File: config.mk
export PLATFORM = sky130hd
export DESIGN_NAME = cfs_frame_seq
export DESIGN_NICKNAME = d
export VERILOG_FILES = /design/src/design/cfs_pkg.sv /design/src/design/cfs_line_engine.sv /design/src/design/cfs_frame_seq.sv
export SDC_FILE = /design/constraint.sdc
export NUM_CORES = 2
export LEC_CHECK = 0
export BUFFER_PORTS_ARGS = -buffer_cell sky130_fd_sc_hd__buf_4
export CAP_MARGIN = 20
export CELL_PAD_IN_SITES_DETAIL_PLACEMENT = 0
export CELL_PAD_IN_SITES_GLOBAL_PLACEMENT = 1
export CORE_MARGIN = 3
export CORE_UTILIZATION = 59
export DETAILED_ROUTE_END_ITERATION = 6
export HOLD_SLACK_MARGIN = 0.1
export PLACE_DENSITY_LB_ADDON = 0.1
export SYNTH_ARGS = -nofsm -noshare
export SYNTH_HDL_FRONTEND = slang
export SYNTH_SLANG_ARGS = --single-unit
File: constraint.sdc
create_clock -name CLOCK_I -period 9.75 [get_ports CLOCK_I]
set_clock_uncertainty 0.1 [all_clocks]
set_input_delay 0.975 -clock CLOCK_I [delete_from_list [all_inputs] [get_ports CLOCK_I]]
set_output_delay 0.975 -clock CLOCK_I [all_outputs]
set_load 0.03 [all_outputs]
File: src/design/cfs_pkg.sv
package cfs_pkg;

  // ***********************************************************
  // line-table entry layout
  // ***********************************************************
  localparam int LE_W         = 20;
  localparam int CNT_W        = 13;
  localparam int LE_CNT_LSB   = 0;
  localparam int LE_HCLK_BIT  = 13;
  localparam int LE_THIRD_BIT = 14;
  localparam int LE_AUX_BIT   = 15;
  localparam int LE_PHB_BIT   = 16;
  localparam int LE_PHA_BIT   = 17;
  localparam int LE_EXP_BIT   = 18;
  localparam int LE_DRAIN_BIT = 19;

  // ***********************************************************
  // frame-table entry layout
  // ***********************************************************
  localparam int FE_W         = 34;
  localparam int FE_INC_BIT   = 0;
  localparam int FE_CLR_BIT   = 1;
  localparam int FE_SHUT_BIT  = 2;
  localparam int FE_BIN_LSB   = 3;
  localparam int FE_BIN_W     = 2;
  localparam int FE_EN_LSB    = 5;
  localparam int FE_EN_W      = 11;
  localparam int FE_FLAG_BIT  = 16;
  localparam int FE_CNT_LSB   = 17;
  localparam int FE_ADDR_LSB  = 30;
  localparam int FE_ADDR_W    = 4;

  // ***********************************************************
  // serial write port
  // ***********************************************************
  localparam int SER_HDR_W     = 8;
  localparam int SER_RW_BIT    = 3;
  localparam int SER_AD_LSB    = 4;
  localparam int SER_AD_W      = 4;
  localparam int SER_DATA_W    = 40;
  localparam int SER_BCNT_W    = 7;
  localparam logic [2:0] SER_DEV_SEQ = 3'h3;
  localparam logic [3:0] REG_FT_PTR  = 4'h0;
  localparam logic [3:0] REG_FT      = 4'h8;
  localparam logic [3:0] REG_LT      = 4'h9;
  localparam int WLT_SEL_LSB   = 20;
  localparam int WLT_IDX_LSB   = 24;
  localparam int WLT_LAST_BIT  = 28;
  localparam int WFT_SEL_LSB   = 34;
  localparam int WFT_IDX_LSB   = 38;

  typedef enum logic [1:0] {
    ST_FETCH = 2'b01,
    ST_RUN   = 2'b10
  } cfs_state_type;

  // ***********************************************************
  // default tables
  // ***********************************************************
  function automatic logic [LE_W-1:0] le(input int cnt, input int h,
      input int pa, input int pb, input int th, input int ex);
    logic [LE_W-1:0] r;
    r = '0;
    r[LE_CNT_LSB +: CNT_W] = cnt[CNT_W-1:0];
    r[LE_HCLK_BIT]  = h[0];
    r[LE_PHA_BIT]   = pa[0];
    r[LE_PHB_BIT]   = pb[0];
    r[LE_THIRD_BIT] = th[0];
    r[LE_EXP_BIT]   = ex[0];
    return r;
  endfunction

  function automatic logic [LE_W-1:0] lt_default(input int t, input int e);
    logic [LE_W-1:0] r;
    r = '0;
    case (t)
      0: if (e == 0) r = le(1, 0, 0, 0, 0, 1);
      1: case (e)
           0: r = le(1,   0, 0, 0, 0, 0);
           1: r = le(800, 0, 0, 1, 0, 0);
           2: r = le(1,   0, 0, 1, 1, 0);
           3: r = le(358, 0, 1, 1, 1, 0);
           4: r = le(1,   0, 0, 1, 1, 0);
           5: r = le(300, 0, 0, 1, 0, 0);
           6: r = le(800, 0, 0, 0, 0, 0);
           default: r = '0;
         endcase
      2: case (e)
           0: r = le(1,  0, 0, 0, 0, 0);
           1: r = le(1,  0, 0, 1, 0, 0);
           2: r = le(38, 0, 1, 1, 0, 0);
           3: r = le(1,  0, 0, 1, 0, 0);
           4: r = le(30, 1, 0, 0, 0, 0);
           default: r = '0;
         endcase
      3: case (e)
           0: r = le(1,  0, 0, 0, 0, 0);
           1: r = le(1,  0, 0, 1, 0, 0);
           2: r = le(38, 0, 1, 1, 0, 0);
           3: r = le(1,  0, 0, 1, 0, 0);
           4: r = le(40, 0, 0, 0, 0, 0);
           5: r = le(1,  0, 0, 1, 0, 0);
           6: r = le(38, 0, 1, 1, 0, 0);
           7: r = le(1,  0, 0, 1, 0, 0);
           8: r = le(30, 1, 0, 0, 0, 0);
           default: r = '0;
         endcase
      default: r = '0;
    endcase
    return r;
  endfunction

  function automatic int lt_last_default(input int t);
    case (t)
      1:       return 6;
      2:       return 4;
      3:       return 8;
      default: return 0;
    endcase
  endfunction

  function automatic logic [FE_W-1:0] fe(input logic [15:0] low,
      input int flag, input int cnt, input int addr);
    logic [FE_W-1:0] r;
    r = '0;
    r[15:0] = low;
    r[FE_FLAG_BIT] = flag[0];
    r[FE_CNT_LSB +: CNT_W] = cnt[CNT_W-1:0];
    r[FE_ADDR_LSB +: FE_ADDR_W] = addr[FE_ADDR_W-1:0];
    return r;
  endfunction

  function automatic logic [FE_W-1:0] ft_default(input int t, input int e);
    logic [FE_W-1:0] r;
    r = '0;
    case (e)
      0: r = fe(16'h8202, 1, 0, 0);
      1: r = fe(16'h8202, 0, 1, 1);
      2: r = (t == 0) ? fe(16'he2c1, 0, 1056, 2) : fe(16'he2c9, 0, 528, 3);
      3: r = (t == 0) ? fe(16'h0200, 0, 0, 0) : fe(16'h0000, 0, 0, 1);
      default: r = '0;
    endcase
    return r;
  endfunction

endpackage

File: src/design/cfs_line_engine.sv
`timescale 1ns/1ns
module cfs_line_engine #(
  parameter int E_AW = 4
) (
  input  wire logic                        clk_i,
  input  wire logic                        rst_n_i,
  input  wire logic                        start_i,
  input  wire logic [cfs_pkg::LE_W-1:0]    entry_i,
  input  wire logic [E_AW-1:0]             last_idx_i,
  output logic      [E_AW-1:0]             idx_o,
  output logic                             done_o,
  output logic                             ph_a_o,
  output logic                             ph_b_o,
  output logic                             third_o,
  output logic                             aux_o,
  output logic                             exp_o,
  output logic                             drain_o,
  output logic                             hclk_o
);

  logic [cfs_pkg::CNT_W-1:0] cnt_q;
  logic [E_AW-1:0]           idx_q;
  logic                      busy_q;
  logic                      done_q;
  logic                      ent_end;
  logic                      tab_end;

  // count 0 behaves as one cycle
  assign ent_end = cnt_q >= entry_i[cfs_pkg::LE_CNT_LSB +: cfs_pkg::CNT_W];
  assign tab_end = ent_end && (idx_q == last_idx_i);
  assign idx_o   = idx_q;
  assign done_o  = done_q;

  always_ff @(posedge clk_i or negedge rst_n_i) begin
    if (!rst_n_i) begin
      busy_q <= 1'b0;
      idx_q  <= '0;
      cnt_q  <= '0;
    end else if (start_i) begin
      busy_q <= 1'b1;
      idx_q  <= '0;
      cnt_q  <= {{(cfs_pkg::CNT_W-1){1'b0}}, 1'b1};
    end else if (busy_q) begin
      if (tab_end) begin
        busy_q <= 1'b0;
      end else if (ent_end) begin
        idx_q <= idx_q + 1'b1;
        cnt_q <= {{(cfs_pkg::CNT_W-1){1'b0}}, 1'b1};
      end else begin
        cnt_q <= cnt_q + 1'b1;
      end
    end
  end

  always_ff @(posedge clk_i or negedge rst_n_i) begin
    if (!rst_n_i) begin
      done_q <= 1'b0;
    end else begin
      done_q <= busy_q && tab_end && !start_i;
    end
  end

  // levels held from flops for the whole entry
  always_ff @(posedge clk_i or negedge rst_n_i) begin
    if (!rst_n_i) begin
      ph_a_o  <= 1'b0;
      ph_b_o  <= 1'b0;
      third_o <= 1'b0;
      aux_o   <= 1'b0;
      exp_o   <= 1'b0;
      drain_o <= 1'b0;
      hclk_o  <= 1'b0;
    end else if (busy_q) begin
      ph_a_o  <= entry_i[cfs_pkg::LE_PHA_BIT];
      ph_b_o  <= entry_i[cfs_pkg::LE_PHB_BIT];
      third_o <= entry_i[cfs_pkg::LE_THIRD_BIT];
      aux_o   <= entry_i[cfs_pkg::LE_AUX_BIT];
      exp_o   <= entry_i[cfs_pkg::LE_EXP_BIT];
      drain_o <= entry_i[cfs_pkg::LE_DRAIN_BIT];
      hclk_o  <= entry_i[cfs_pkg::LE_HCLK_BIT];
    end
  end

endmodule

File: src/design/cfs_frame_seq.sv
`timescale 1ns/1ns
// Behaviour
// - frame entry fields: counter ops, shutter, binning, enables, flag, count, address
// - normal frame: integrate, diode transfer on pulse, all lines, then back
// - one frame table active, pointer zero normal, one binned
// - binned frame: table 3, 528 lines, binning 1, jump to 1, same enables as normal
// - line entry: 13-bit count, hclk enable, six vertical levels held
// - four default line tables: integrate, diode, line, binned line
// - integration repeats until the controller's end-of-integration pulse
// - integration table: one entry, count 1, exposure high, rest low
// - diode transfer: seven entries, counts 1,800,1,358,1,300,800
// - diode transfer raises phase B third level, no horizontal clocks
// - phase overlap set by per-entry counts
// - line transfer: five entries 1,1,38,1,30, hclk last only
// - vertical interval first, horizontal readout after it
// - binned line: nine entries, two phase A pulses, hclk last
// - binned line pulses vertical clocks twice before readout
module cfs_frame_seq #(
  parameter int                NUM_LT       = 4,
  parameter int                LT_DEPTH     = 16,
  parameter int                NUM_FT       = 2,
  parameter int                FT_DEPTH     = 4,
  parameter logic [0:0]        FT_PTR_RESET = 1'b0
) (
  input  wire logic                         CLOCK_I,
  input  wire logic                         RST_N_I,
  input  wire logic                         SER_CLK_I,
  input  wire logic                         SER_DATA_I,
  input  wire logic                         SER_LOAD_N_I,
  input  wire logic                         FRAME_END_PULSE_I,
  output logic                              VERTICAL_PHASE_A_O,
  output logic                              VERTICAL_PHASE_B_O,
  output logic                              VERTICAL_THIRD_LEVEL_O,
  output logic                              VERTICAL_AUX_O,
  output logic                              EXPOSURE_LEVEL_O,
  output logic                              DRAIN_GATE_CTRL_O,
  output logic                              HCLK_GATE_O,
  output logic [cfs_pkg::FE_EN_W-1:0]       OUTPUT_ENABLES_O,
  output logic [cfs_pkg::FE_BIN_W-1:0]      HBIN_FACTOR_O,
  output logic                              FORCE_SHUTTER_START_O,
  output logic [cfs_pkg::CNT_W-1:0]         LINE_COUNT_O,
  output logic                              ACTIVE_FRAME_TABLE_O
);

  localparam int LT_AW = $clog2(NUM_LT);
  localparam int LE_AW = $clog2(LT_DEPTH);
  localparam int FT_AW = 1;
  localparam int FI_AW = $clog2(FT_DEPTH);

  // ***********************************************************
  // pin synchronisers
  // ***********************************************************
  logic [2:0] sclk_q;
  logic [2:0] sload_q;
  logic [1:0] sdata_q;
  logic [2:0] eoi_q;
  logic       sclk_rise;
  logic       load_end;
  logic       eoi_edge;

  always_ff @(posedge CLOCK_I or negedge RST_N_I) begin
    if (!RST_N_I) begin
      sclk_q  <= 3'h0;
      sload_q <= 3'h7;
      sdata_q <= 2'h0;
      eoi_q   <= 3'h0;
    end else begin
      sclk_q  <= {sclk_q[1:0], SER_CLK_I};
      sload_q <= {sload_q[1:0], SER_LOAD_N_I};
      sdata_q <= {sdata_q[0], SER_DATA_I};
      eoi_q   <= {eoi_q[1:0], FRAME_END_PULSE_I};
    end
  end

  assign sclk_rise = sclk_q[1] && !sclk_q[2];
  assign load_end  = sload_q[1] && !sload_q[2];
  assign eoi_edge  = eoi_q[1] && !eoi_q[2];

  // ***********************************************************
  // serial write receiver
  // ***********************************************************
  logic [cfs_pkg::SER_HDR_W-1:0]  hdr_q;
  logic [cfs_pkg::SER_DATA_W-1:0] wdata_q;
  logic [cfs_pkg::SER_BCNT_W-1:0] bcnt_q;
  logic [cfs_pkg::SER_BCNT_W-1:0] dpos;
  logic [2:0]                     dev_sel;
  logic [cfs_pkg::SER_AD_W-1:0]   waddr;
  logic                           wr_stb;

  assign dpos    = bcnt_q - cfs_pkg::SER_BCNT_W'(cfs_pkg::SER_HDR_W);
  assign dev_sel = {hdr_q[0], hdr_q[1], hdr_q[2]};
  assign waddr   = hdr_q[cfs_pkg::SER_AD_LSB +: cfs_pkg::SER_AD_W];
  assign wr_stb  = load_end && (dev_sel == cfs_pkg::SER_DEV_SEQ)
                   && !hdr_q[cfs_pkg::SER_RW_BIT]
                   && (bcnt_q > cfs_pkg::SER_BCNT_W'(cfs_pkg::SER_HDR_W));

  always_ff @(posedge CLOCK_I or negedge RST_N_I) begin
    if (!RST_N_I) begin
      hdr_q   <= '0;
      wdata_q <= '0;
      bcnt_q  <= '0;
    end else if (sload_q[1]) begin
      bcnt_q <= '0;
    end else if (sclk_rise) begin
      if (bcnt_q < cfs_pkg::SER_BCNT_W'(cfs_pkg::SER_HDR_W)) begin
        hdr_q[bcnt_q[2:0]] <= sdata_q[1];
        wdata_q            <= '0;
      end else if (dpos < cfs_pkg::SER_BCNT_W'(cfs_pkg::SER_DATA_W)) begin
        wdata_q[dpos[5:0]] <= sdata_q[1];
      end
      if (bcnt_q != '1) begin
        bcnt_q <= bcnt_q + 1'b1;
      end
    end
  end

  // ***********************************************************
  // table storage, defaults loaded at reset
  // ***********************************************************
  logic [cfs_pkg::LE_W-1:0] lt_mem  [NUM_LT][LT_DEPTH];
  logic [LE_AW-1:0]         lt_last [NUM_LT];
  logic [cfs_pkg::FE_W-1:0] ft_mem  [NUM_FT][FT_DEPTH];
  logic [LT_AW-1:0]         w_lt_sel;
  logic [LE_AW-1:0]         w_lt_idx;
  logic [FT_AW-1:0]         w_ft_sel;
  logic [FI_AW-1:0]         w_ft_idx;

  assign w_lt_sel = wdata_q[cfs_pkg::WLT_SEL_LSB +: LT_AW];
  assign w_lt_idx = wdata_q[cfs_pkg::WLT_IDX_LSB +: LE_AW];
  assign w_ft_sel = wdata_q[cfs_pkg::WFT_SEL_LSB +: FT_AW];
  assign w_ft_idx = wdata_q[cfs_pkg::WFT_IDX_LSB +: FI_AW];

  always_ff @(posedge CLOCK_I or negedge RST_N_I) begin
    if (!RST_N_I) begin
      for (int t = 0; t < NUM_LT; t++) begin
        lt_last[t] <= LE_AW'(cfs_pkg::lt_last_default(t));
        for (int e = 0; e < LT_DEPTH; e++) begin
          lt_mem[t][e] <= cfs_pkg::lt_default(t, e);
        end
      end
      for (int t = 0; t < NUM_FT; t++) begin
        for (int e = 0; e < FT_DEPTH; e++) begin
          ft_mem[t][e] <= cfs_pkg::ft_default(t, e);
        end
      end
    end else if (wr_stb) begin
      if (waddr == cfs_pkg::REG_LT) begin
        lt_mem[w_lt_sel][w_lt_idx] <= wdata_q[cfs_pkg::LE_W-1:0];
        if (wdata_q[cfs_pkg::WLT_LAST_BIT]) begin
          lt_last[w_lt_sel] <= w_lt_idx;
        end
      end else if (waddr == cfs_pkg::REG_FT) begin
        ft_mem[w_ft_sel][w_ft_idx] <= wdata_q[cfs_pkg::FE_W-1:0];
      end
    end
  end

  // ***********************************************************
  // frame pointer
  // ***********************************************************
  logic [FT_AW-1:0] ptr_q;
  logic             ptr_new_q;
  logic             ptr_wr;
  logic             do_jump;

  assign ptr_wr = wr_stb && (waddr == cfs_pkg::REG_FT_PTR);

  always_ff @(posedge CLOCK_I or negedge RST_N_I) begin
    if (!RST_N_I) begin
      ptr_q     <= FT_PTR_RESET;
      ptr_new_q <= 1'b0;
    end else if (ptr_wr) begin
      ptr_q     <= wdata_q[FT_AW-1:0];
      ptr_new_q <= 1'b1;
    end else if (do_jump) begin
      ptr_new_q <= 1'b0;
    end
  end

  // ***********************************************************
  // frame sequencer
  // ***********************************************************
  cfs_pkg::cfs_state_type   state_q;
  logic [FT_AW-1:0]         act_q;
  logic [FI_AW-1:0]         fidx_q;
  logic [cfs_pkg::FE_W-1:0] cur;
  logic [cfs_pkg::CNT_W-1:0] rep_q;
  logic [cfs_pkg::CNT_W-1:0] rep_tgt_q;
  logic                     wait_q;
  logic                     inc_q;
  logic [LT_AW-1:0]         lt_sel_q;
  logic                     eoi_pend_q;
  logic                     eng_done;
  logic [LE_AW-1:0]         eng_idx;
  logic                     is_jump;
  logic                     fetch_run;
  logic                     advance;
  logic                     eng_start;
  logic                     eoi_take;

  assign cur     = ft_mem[act_q][fidx_q];
  assign is_jump = !cur[cfs_pkg::FE_FLAG_BIT]
                   && (cur[cfs_pkg::FE_CNT_LSB +: cfs_pkg::CNT_W] == '0);
  assign do_jump   = (state_q == cfs_pkg::ST_FETCH) && is_jump;
  assign fetch_run = (state_q == cfs_pkg::ST_FETCH) && !is_jump;
  assign eoi_take  = wait_q && (eoi_pend_q || eoi_edge);
  assign advance   = (state_q == cfs_pkg::ST_RUN) && eng_done
                     && (wait_q ? eoi_take : (rep_q + 1'b1 >= rep_tgt_q));
  assign eng_start = fetch_run
                     || ((state_q == cfs_pkg::ST_RUN) && eng_done && !advance);

  always_ff @(posedge CLOCK_I or negedge RST_N_I) begin
    if (!RST_N_I) begin
      state_q   <= cfs_pkg::ST_FETCH;
      act_q     <= FT_PTR_RESET;
      fidx_q    <= '0;
      rep_q     <= '0;
      rep_tgt_q <= '0;
      wait_q    <= 1'b0;
      inc_q     <= 1'b0;
      lt_sel_q  <= '0;
    end else begin
      unique case (state_q)
        cfs_pkg::ST_FETCH: begin
          if (is_jump) begin
            act_q  <= ptr_new_q ? ptr_q : cur[cfs_pkg::FE_ADDR_LSB +: FT_AW];
            fidx_q <= '0;
          end else begin
            lt_sel_q  <= cur[cfs_pkg::FE_ADDR_LSB +: LT_AW];
            rep_tgt_q <= cur[cfs_pkg::FE_CNT_LSB +: cfs_pkg::CNT_W];
            wait_q    <= cur[cfs_pkg::FE_FLAG_BIT];
            inc_q     <= cur[cfs_pkg::FE_INC_BIT];
            rep_q     <= '0;
            state_q   <= cfs_pkg::ST_RUN;
          end
        end
        cfs_pkg::ST_RUN: begin
          if (advance) begin
            fidx_q  <= fidx_q + 1'b1;
            state_q <= cfs_pkg::ST_FETCH;
          end else if (eng_done && !wait_q) begin
            rep_q <= rep_q + 1'b1;
          end
        end
        default: begin
          state_q <= cfs_pkg::ST_FETCH;
        end
      endcase
    end
  end

  // end-of-integration latch, consumption wins over a new pulse in the same cycle
  always_ff @(posedge CLOCK_I or negedge RST_N_I) begin
    if (!RST_N_I) begin
      eoi_pend_q <= 1'b0;
    end else if (eoi_edge && !(advance && eoi_take)) begin
      eoi_pend_q <= 1'b1;
    end else if (advance || (state_q == cfs_pkg::ST_FETCH)) begin
      eoi_pend_q <= 1'b0;
    end
  end

  // ***********************************************************
  // line counter and frame-entry outputs
  // ***********************************************************
  always_ff @(posedge CLOCK_I or negedge RST_N_I) begin
    if (!RST_N_I) begin
      LINE_COUNT_O <= '0;
    end else if (fetch_run && cur[cfs_pkg::FE_CLR_BIT]) begin
      LINE_COUNT_O <= '0;
    end else if ((state_q == cfs_pkg::ST_RUN) && eng_done && inc_q) begin
      LINE_COUNT_O <= LINE_COUNT_O + 1'b1;
    end
  end

  always_ff @(posedge CLOCK_I or negedge RST_N_I) begin
    if (!RST_N_I) begin
      OUTPUT_ENABLES_O      <= '0;
      HBIN_FACTOR_O         <= '0;
      FORCE_SHUTTER_START_O <= 1'b0;
    end else begin
      FORCE_SHUTTER_START_O <= fetch_run && cur[cfs_pkg::FE_SHUT_BIT];
      if (fetch_run) begin
        OUTPUT_ENABLES_O <= cur[cfs_pkg::FE_EN_LSB +: cfs_pkg::FE_EN_W];
        HBIN_FACTOR_O    <= cur[cfs_pkg::FE_BIN_LSB +: cfs_pkg::FE_BIN_W];
      end
    end
  end

  assign ACTIVE_FRAME_TABLE_O = act_q;

  // ***********************************************************
  // line-table engine
  // ***********************************************************
  cfs_line_engine #(
    .E_AW (LE_AW)
  ) u_engine (
    .clk_i      (CLOCK_I),
    .rst_n_i    (RST_N_I),
    .start_i    (eng_start),
    .entry_i    (lt_mem[lt_sel_q][eng_idx]),
    .last_idx_i (lt_last[lt_sel_q]),
    .idx_o      (eng_idx),
    .done_o     (eng_done),
    .ph_a_o     (VERTICAL_PHASE_A_O),
    .ph_b_o     (VERTICAL_PHASE_B_O),
    .third_o    (VERTICAL_THIRD_LEVEL_O),
    .aux_o      (VERTICAL_AUX_O),
    .exp_o      (EXPOSURE_LEVEL_O),
    .drain_o    (DRAIN_GATE_CTRL_O),
    .hclk_o     (HCLK_GATE_O)
  );

endmodule

; ---- Word-level counts from Yosys, hierarchy flattened
; Index checks and enable logic that the tools add are counted.
[totals]
register_bits = 1725
output_inout_bits = 35
word_cells = 295
[classes]
addsub = 7
magnitude_cmp = 21
eq_ne = 13
mux = 68
bitwise_logic = 11
reduce_logical = 66
[op_table]
columns = cell, count
row1 = bitwise mux 1280 bit, 1
row2 = 2-to-1 mux 320 bit, 3
row3 = binary-select mux 320 bit (select 2 bit), 1
row4 = demux 320 bit (select 2 bit), 1
row5 = 2-to-1 mux 136 bit, 4
row6 = bitwise mux 272 bit, 1
row7 = demux 136 bit (select 1 bit), 1
row8 = 2-to-1 mux 13 bit, 9
row9 = binary-select mux 20 bit (select 4 bit), 1
row10 = demux 20 bit (select 4 bit), 1
row11 = 2-to-1 mux 40 bit, 2
row12 = binary-select mux 34 bit (select 2 bit), 1
row13 = demux 34 bit (select 2 bit), 1
row14 = 2-to-1 mux 32 bit, 2
row15 = 2-to-1 mux 20 bit, 3
row16 = bitwise mux 40 bit, 1
row17 = "adder 13 x 1 -> 13 bit, second input constant", 3
row18 = 2-to-1 mux 34 bit, 1
row19 = logical AND 1 bit, 29
row20 = 2-to-1 mux 4 bit, 7
row21 = greater-or-equal comparator 13 bit, 2
row22 = one-hot mux 13 bit (2 select lines), 1
row23 = 2-to-1 mux 7 bit, 3
row24 = AND reduction 3 bit, 6
row25 = other kinds (45), 101

; ---- Longest topological paths before layout
[depth]
depth_word = 14
depth_mapped = 19

; ---- Hierarchy
; A second synthesis with hierarchy kept.
[hier_totals]
hier_cells = 5114
area_unflattened_um2 = 78235.0
[modules_own_cells]
columns = mod, instances, cells_each, area_each_um2, seq_area_each_um2
row1 = cfs_frame_seq, 1, 4943, 76555.9, 42140.4
row2 = cfs_line_engine, 1, 171, 1679.1, 650.6

; ---- Least setup slack after synthesis
; Ideal clock, no wire load.
[synth_path]
path_kind = register to register
from = register lt_sel_q[0]
to = register u_engine.idx_q[3] (netlist: u_engine.idx_o[3])
setup_time_ps = 141
arrival_time_ps = 4119
setup_slack_ps = 5390
stages_incl_launch_ff = 18
path_buffers = 4
synth_period_minus_slack_ps = 4360
path_cell_list = dfrtp_1 buf_2 buf_1 buf_2 mux4_2 mux4_2 a22oi_1 nand2_1 ha_1 nand2b_1 a31oi_1 o21ai_0 a31oi_1 and3b_1 clkbuf_1 nand3_1 xor2_1 nor2_1
[synth_via]
elab_chain_cells = 11
word_cells_on_any_way = 16
cone_classes = 1 x order compare / 2 x eq/ne / 9 x mux / 1 x bitwise / 3 x reduce/logical
[synth_rtl]
columns = item, line
row1 = start: declaration, cfs_frame_seq.sv:191  ; logic [LT_AW-1:0] lt_sel_q;
row2 = start signal: assignment, cfs_frame_seq.sv:229  ; lt_sel_q <= cur[cfs_pkg::FE_ADDR_LSB +: LT_AW];
row3 = inverter 2 -> 3 bit (not written as such) *, "cfs_frame_seq.sv:301, cfs_frame_seq.sv:302"
row4 = binary-select mux 320 bit (select 2 bit), cfs_frame_seq.sv:301  ; .entry_i (lt_mem[lt_sel_q][eng_idx]),
row5 = 2-to-1 mux 320 bit (not written as such) (2 in series), cfs_frame_seq.sv:301
row6 = binary-select mux 20 bit (select 4 bit), cfs_frame_seq.sv:301
row7 = 2-to-1 mux 20 bit (not written as such) (2 in series), cfs_frame_seq.sv:301
row8 = greater-or-equal comparator 13 bit, cfs_line_engine.sv:29  ; assign ent_end = cnt_q >= entry_i[cfs_pkg::LE_CNT_LSB +: cfs_pkg::CNT_W];
row9 = logical AND 1 bit, cfs_line_engine.sv:30  ; assign tab_end = ent_end && (idx_q == last_idx_i);
row10 = inequality test 2 x 1 -> 1 bit (no line), -
row11 = AND reduction 3 bit (no line) *, -
row12 = end signal: assignment, cfs_line_engine.sv:47  ; idx_q <= idx_q + 1'b1;
row13 = end: declaration, cfs_line_engine.sv:22  ; logic [E_AW-1:0] idx_q;
; Mark *: on every way between the ends. The rest lies on a longest branch, timed or not. The select of a mux whose other input is x is not followed.
; A chain may end at the register's enable or synchronous reset.

; ---- Worst setup path in the final report
[layout_path]
from = register lt_sel_q[1]
to = register u_engine.cnt_q[0] (netlist name)
[layout_via]
elab_chain_cells = 12
word_cells_on_any_way = 19
cone_classes = 1 x order compare / 2 x eq/ne / 13 x mux / 1 x bitwise / 2 x reduce/logical
[layout_rtl]
columns = item, line
row1 = inverter 2 -> 3 bit (not written as such) *, "cfs_frame_seq.sv:301, cfs_frame_seq.sv:302"
row2 = binary-select mux 320 bit (select 2 bit), cfs_frame_seq.sv:301
row3 = 2-to-1 mux 320 bit (not written as such) (2 in series), cfs_frame_seq.sv:301
row4 = binary-select mux 20 bit (select 4 bit), cfs_frame_seq.sv:301
row5 = 2-to-1 mux 20 bit (not written as such) (2 in series), cfs_frame_seq.sv:301
row6 = greater-or-equal comparator 13 bit, cfs_line_engine.sv:29
row7 = 2-to-1 mux 13 bit, cfs_line_engine.sv:46  ; end else if (ent_end) begin
row8 = 2-to-1 mux 13 bit, cfs_line_engine.sv:44  ; if (tab_end) begin
row9 = 2-to-1 mux 13 bit, cfs_line_engine.sv:43  ; end else if (busy_q) begin
row10 = 2-to-1 mux 13 bit, cfs_line_engine.sv:39  ; end else if (start_i) begin
row11 = end signal: assignment, cfs_line_engine.sv:42  ; cnt_q <= {{(cfs_pkg::CNT_W-1){1'b0}}, 1'b1};
row12 = end signal: assignment, cfs_line_engine.sv:48  ; cnt_q <= {{(cfs_pkg::CNT_W-1){1'b0}}, 1'b1};
row13 = end signal: assignment, cfs_line_engine.sv:50  ; cnt_q <= cnt_q + 1'b1;
row14 = end: declaration, cfs_line_engine.sv:21  ; logic [cfs_pkg::CNT_W-1:0] cnt_q;
; Marked as above.

==> reports/metrics.cfg <==
[synth]
synth_seq_cells=1704
synthDistinctLibCells=68
netlist_instances=5182
async_flop_share=1.00
synth_ff_type=dfrtp_1
synth_edf_count=0
syn_avg_cell_area_um2=15.1
ys.warnings.count=0
ys_seq_area_frac=0.547
syn_area_mm2=0.0783
syn_nets=5226

[floorplanning]
die_w_um=370
num_rows=132
die_area_mm2=0.137
die_y_um=370
ios=41
start_util=0.599
coreArea_mm2=0.131

[finish]
synthToLayoutAreaGrowth_pct=9.94
drive_above_1_share=0.473
nets=5091
n_fill_cell=9351

[placed_design]
post-place-ws_ns=4.28
portBuffers=40
place.gp.congestion=0.840
post-dp-hpwl_mm=110

[sta]
hold_viol_final=0
worst_pin_slew_ns=1.19
slew_viol_final=0
max_freq_ghz=0.179
fin_crit_sh=0.574
fin_ws_ns=4.15
period_needed_ns=5.60
setup_viol=0
rsz0062_at_grt=false
slew_headroom=0.201
tns_ns=0

[routing]
dr.pass1.iters=5
viasPerCell=6.38
wire_per_inst_um=27.6
drtAntennaViolNets=0
drcViolationCount=0
initialDrtViolationCount=3293
dr_total_vias=44200
wirelength_mm=192

[pwr]
p_seq_frac=0.507
internal_power_mw=11.1
clkPwrFrac=0.481
p_per_area_mw_per_mm2=162
switchingPower_mw=2.92
p_leak_nw=39.9
swShare=0.209
ir_drop_v=0.000169
combPwrFrac=0.012

[hold_path]
hold_start=SER_LOAD_N_I
hold_path.class=in2reg
min_to=sload_q[0]
whs_path_depth=1

[setup_path]
cp-start-kind=flop
r2r_cells=15
cp.arrival_ns=6.16
r2r_end=u_engine.cnt_q[0]
crit_path_end_kind=flop
criticalPathCategory=reg2reg
path_max_fanout=39
r2r_start=lt_sel_q[1]
rrSetupSlack_ns=4.15
crit_required_ns=10.31

[cts]
cts_tree=done
cts.sinks=1704
clkTransAtPathRegs_ns=0.06
cts_buffers=176
insertion_delay_ns=0.78
root_buffer=clkbuf_16
cts_buffer_depth=3
h-tree-depth=4

[outcome]
status=completed

[grt]
grt_pass1_wl_mm=296
grt_use_total=0.288
grt_pass1_vias=46200
grt_overflow=0
grt_max_degree=164
antenna_found_initial=3

[job]
cap_violations=0

-- critical path, cell delays in order, from the launching register on --
cell      delay (ns)
dfrtp_4         0.81
buf_4           0.62
mux4_2          0.33
mux2i_1         0.09
a221oi_1        1.01
o21a_1          0.19
a221oi_1        0.05
ha_1            0.37
a21o_1          0.11
a31oi_1         0.03
o21ai_0         0.20
a31oi_1         0.12
buf_4           0.20
o21ai_1         0.80
nor2_1          0.08
a211o_1         0.29
-- layout make-up --
type,instances,area (um^2),share of cell area
antenna,3,7.51,0.0000873
clock buffer,280,5310,0.0617
clock inverter,44,488,0.00567
inverter,39,146,0.00170
multi-input combinational,2949,33500,0.390
sequential,1704,42800,0.498
tap,1742,2180,0.0253
timing repair buffer,177,1540,0.0179
-- registers in the layout, indices dropped and copies added, names as in the netlist, 3 cells and up --
name	count
u_engine.cnt_q	13
rep_q	13
wdata_q	35
ft_mem	256
bcnt_q	7
OUTPUT_ENABLES_O	11
u_engine.idx_o	4
LINE_COUNT_O	13
lt_last	16
sload_q	3
lt_mem	1280
hdr_q	8
rep_tgt_q	13
eoi_q	3
sclk_q	3
-- synth_stat cells, types with 3 or more instances --
| cell | instances | share of area |
|---|---|---|
| dfrtp_1 | 1584 | 0.51 |
| mux2_2 | 1376 | 0.20 |
| mux4_2 | 418 | 0.12 |
| clkbuf_1 | 257 | 0.012 |
| mux2_1 | 207 | 0.030 |
| buf_2 | 171 | 0.011 |
| nor2_1 | 161 | 0.0077 |
| mux2i_1 | 130 | 0.017 |
| dfstp_2 | 120 | 0.040 |
| a21oi_1 | 101 | 0.0065 |
| o21ai_0 | 98 | 0.0063 |
| nand2_1 | 86 | 0.0041 |
| buf_1 | 60 | 0.0029 |
| nand3_1 | 57 | 0.0036 |
| ha_1 | 38 | 0.0061 |
| inv_1 | 38 | 0.0018 |
| a221oi_1 | 32 | 0.0036 |
| nor3_1 | 25 | 0.0016 |
| xnor2_1 | 23 | 0.0026 |
| o21ai_1 | 19 | 0.0012 |
| and3_1 | 16 | 0.0013 |
| xor2_1 | 14 | 0.0016 |
| o21a_1 | 13 | 0.0012 |
| o22ai_1 | 12 | 0.00096 |
| nor2b_1 | 11 | 0.00088 |
| a22oi_1 | 10 | 0.00096 |
| nand2b_1 | 10 | 0.00080 |
| nand4_1 | 9 | 0.00072 |
| a31oi_1 | 7 | 0.00056 |
| and2_1 | 7 | 0.00056 |
| o221ai_1 | 7 | 0.00078 |
| nand3b_1 | 5 | 0.00048 |
| nor3b_1 | 5 | 0.00048 |
| nor4_1 | 4 | 0.00032 |
| o31ai_1 | 4 | 0.00038 |
| or2_2 | 4 | 0.00032 |
| a21o_1 | 3 | 0.00029 |
| o211ai_1 | 3 | 0.00029 |
| or3_1 | 3 | 0.00024 |
-- stage by stage --
stage          cells  power (mW)  hold WS, ns  utilization  instance area [um^2]
6_report        6938        14.0        0.213        0.658                 86000
3_5_place_dp    6607        7.38        0.243        0.614                 80100
5_1_grt         6935        14.4        0.167        0.658                 86000
4_1_cts         6932        14.1        0.155        0.658                 86000
2_1_floorplan   5182        7.22        0.231            -                 78300
3_3_place_gp    6606        7.38        0.235        0.613                 80100
-- metal layers --
metal	share of wire	vias to the layer above	wire length (um)	global-route usage
met5	0.00016	-	31	0
met4	0.027	4	5110	0.0784
met3	0.045	271	8590	0.0386
met2	0.49	928	93400	0.471
met1	0.44	24200	84500	0.410
li1	-	18900	-	-
-- placed cells by master (no fill, tap or decap), drive strengths merged, types with 11 or more instances in the layout --
cell type and n:
nor2 161, nor3 26, o21ai 117, clkinv 25, ha 38, and3 16, dfstp 120, xnor2 23
mux4 418, nor2b 11, o22ai 12, o21a 13, nand3 57, clkbuf 281, inv 44, a221oi 33
mux2i 130, dfrtp 1584, a21oi 101, nand2 86, xor2 14, buf 175, mux2 1583
-- power by group through the flow --
| stage | Clock (mW) | Combinational, mW | Sequential (mW) |
|---|---|---|---|
| 3_3_place_gp | 0 | 0.170 | 7.21 |
| 2_1_floorplan | 0 | 0.0124 | 7.21 |
| 6_report | 6.73 | 0.165 | 7.09 |
| 3_5_place_dp | 0 | 0.171 | 7.21 |
| 4_1_cts | 6.86 | 0.172 | 7.09 |
| 5_1_grt | 7.17 | 0.193 | 7.08 |
-- worst max path at each step --
stage	from	slack (ns)	end	cells past startpoint
3_5_place_dp	lt_sel_q[1]	4.28	u_engine.cnt_q[0]	15
3_3_place_gp	lt_sel_q[0]	4.26	u_engine.cnt_q[0]	16
4_1_cts	lt_sel_q[1]	4.24	u_engine.cnt_q[0]	15
2_1_floorplan	lt_sel_q[0]	5.39	u_engine.idx_o[3]	17
5_1_grt	lt_sel_q[0]	3.88	u_engine.cnt_q[11]	16
6_report	lt_sel_q[1]	4.15	u_engine.cnt_q[0]	15
-- kinds of logic after synthesis --
family	synth area share
multiplexers	0.365
flip-flops	0.547
buffers and inverters	0.0283
AND/OR/NAND/NOR	0.0252
AO/OA/AOI/OAI	0.0248
adder cells (fa/ha/maj)	0.00608
XOR/XNOR	0.00414
-- what timing repair did --
item	CTS	global route
hold buffers	1	0
setup buffers	0	0
gates resized for setup	0	0
endpoints found under the hold margin	40	0
Note: power is estimated with default switching activity, not from simulation.
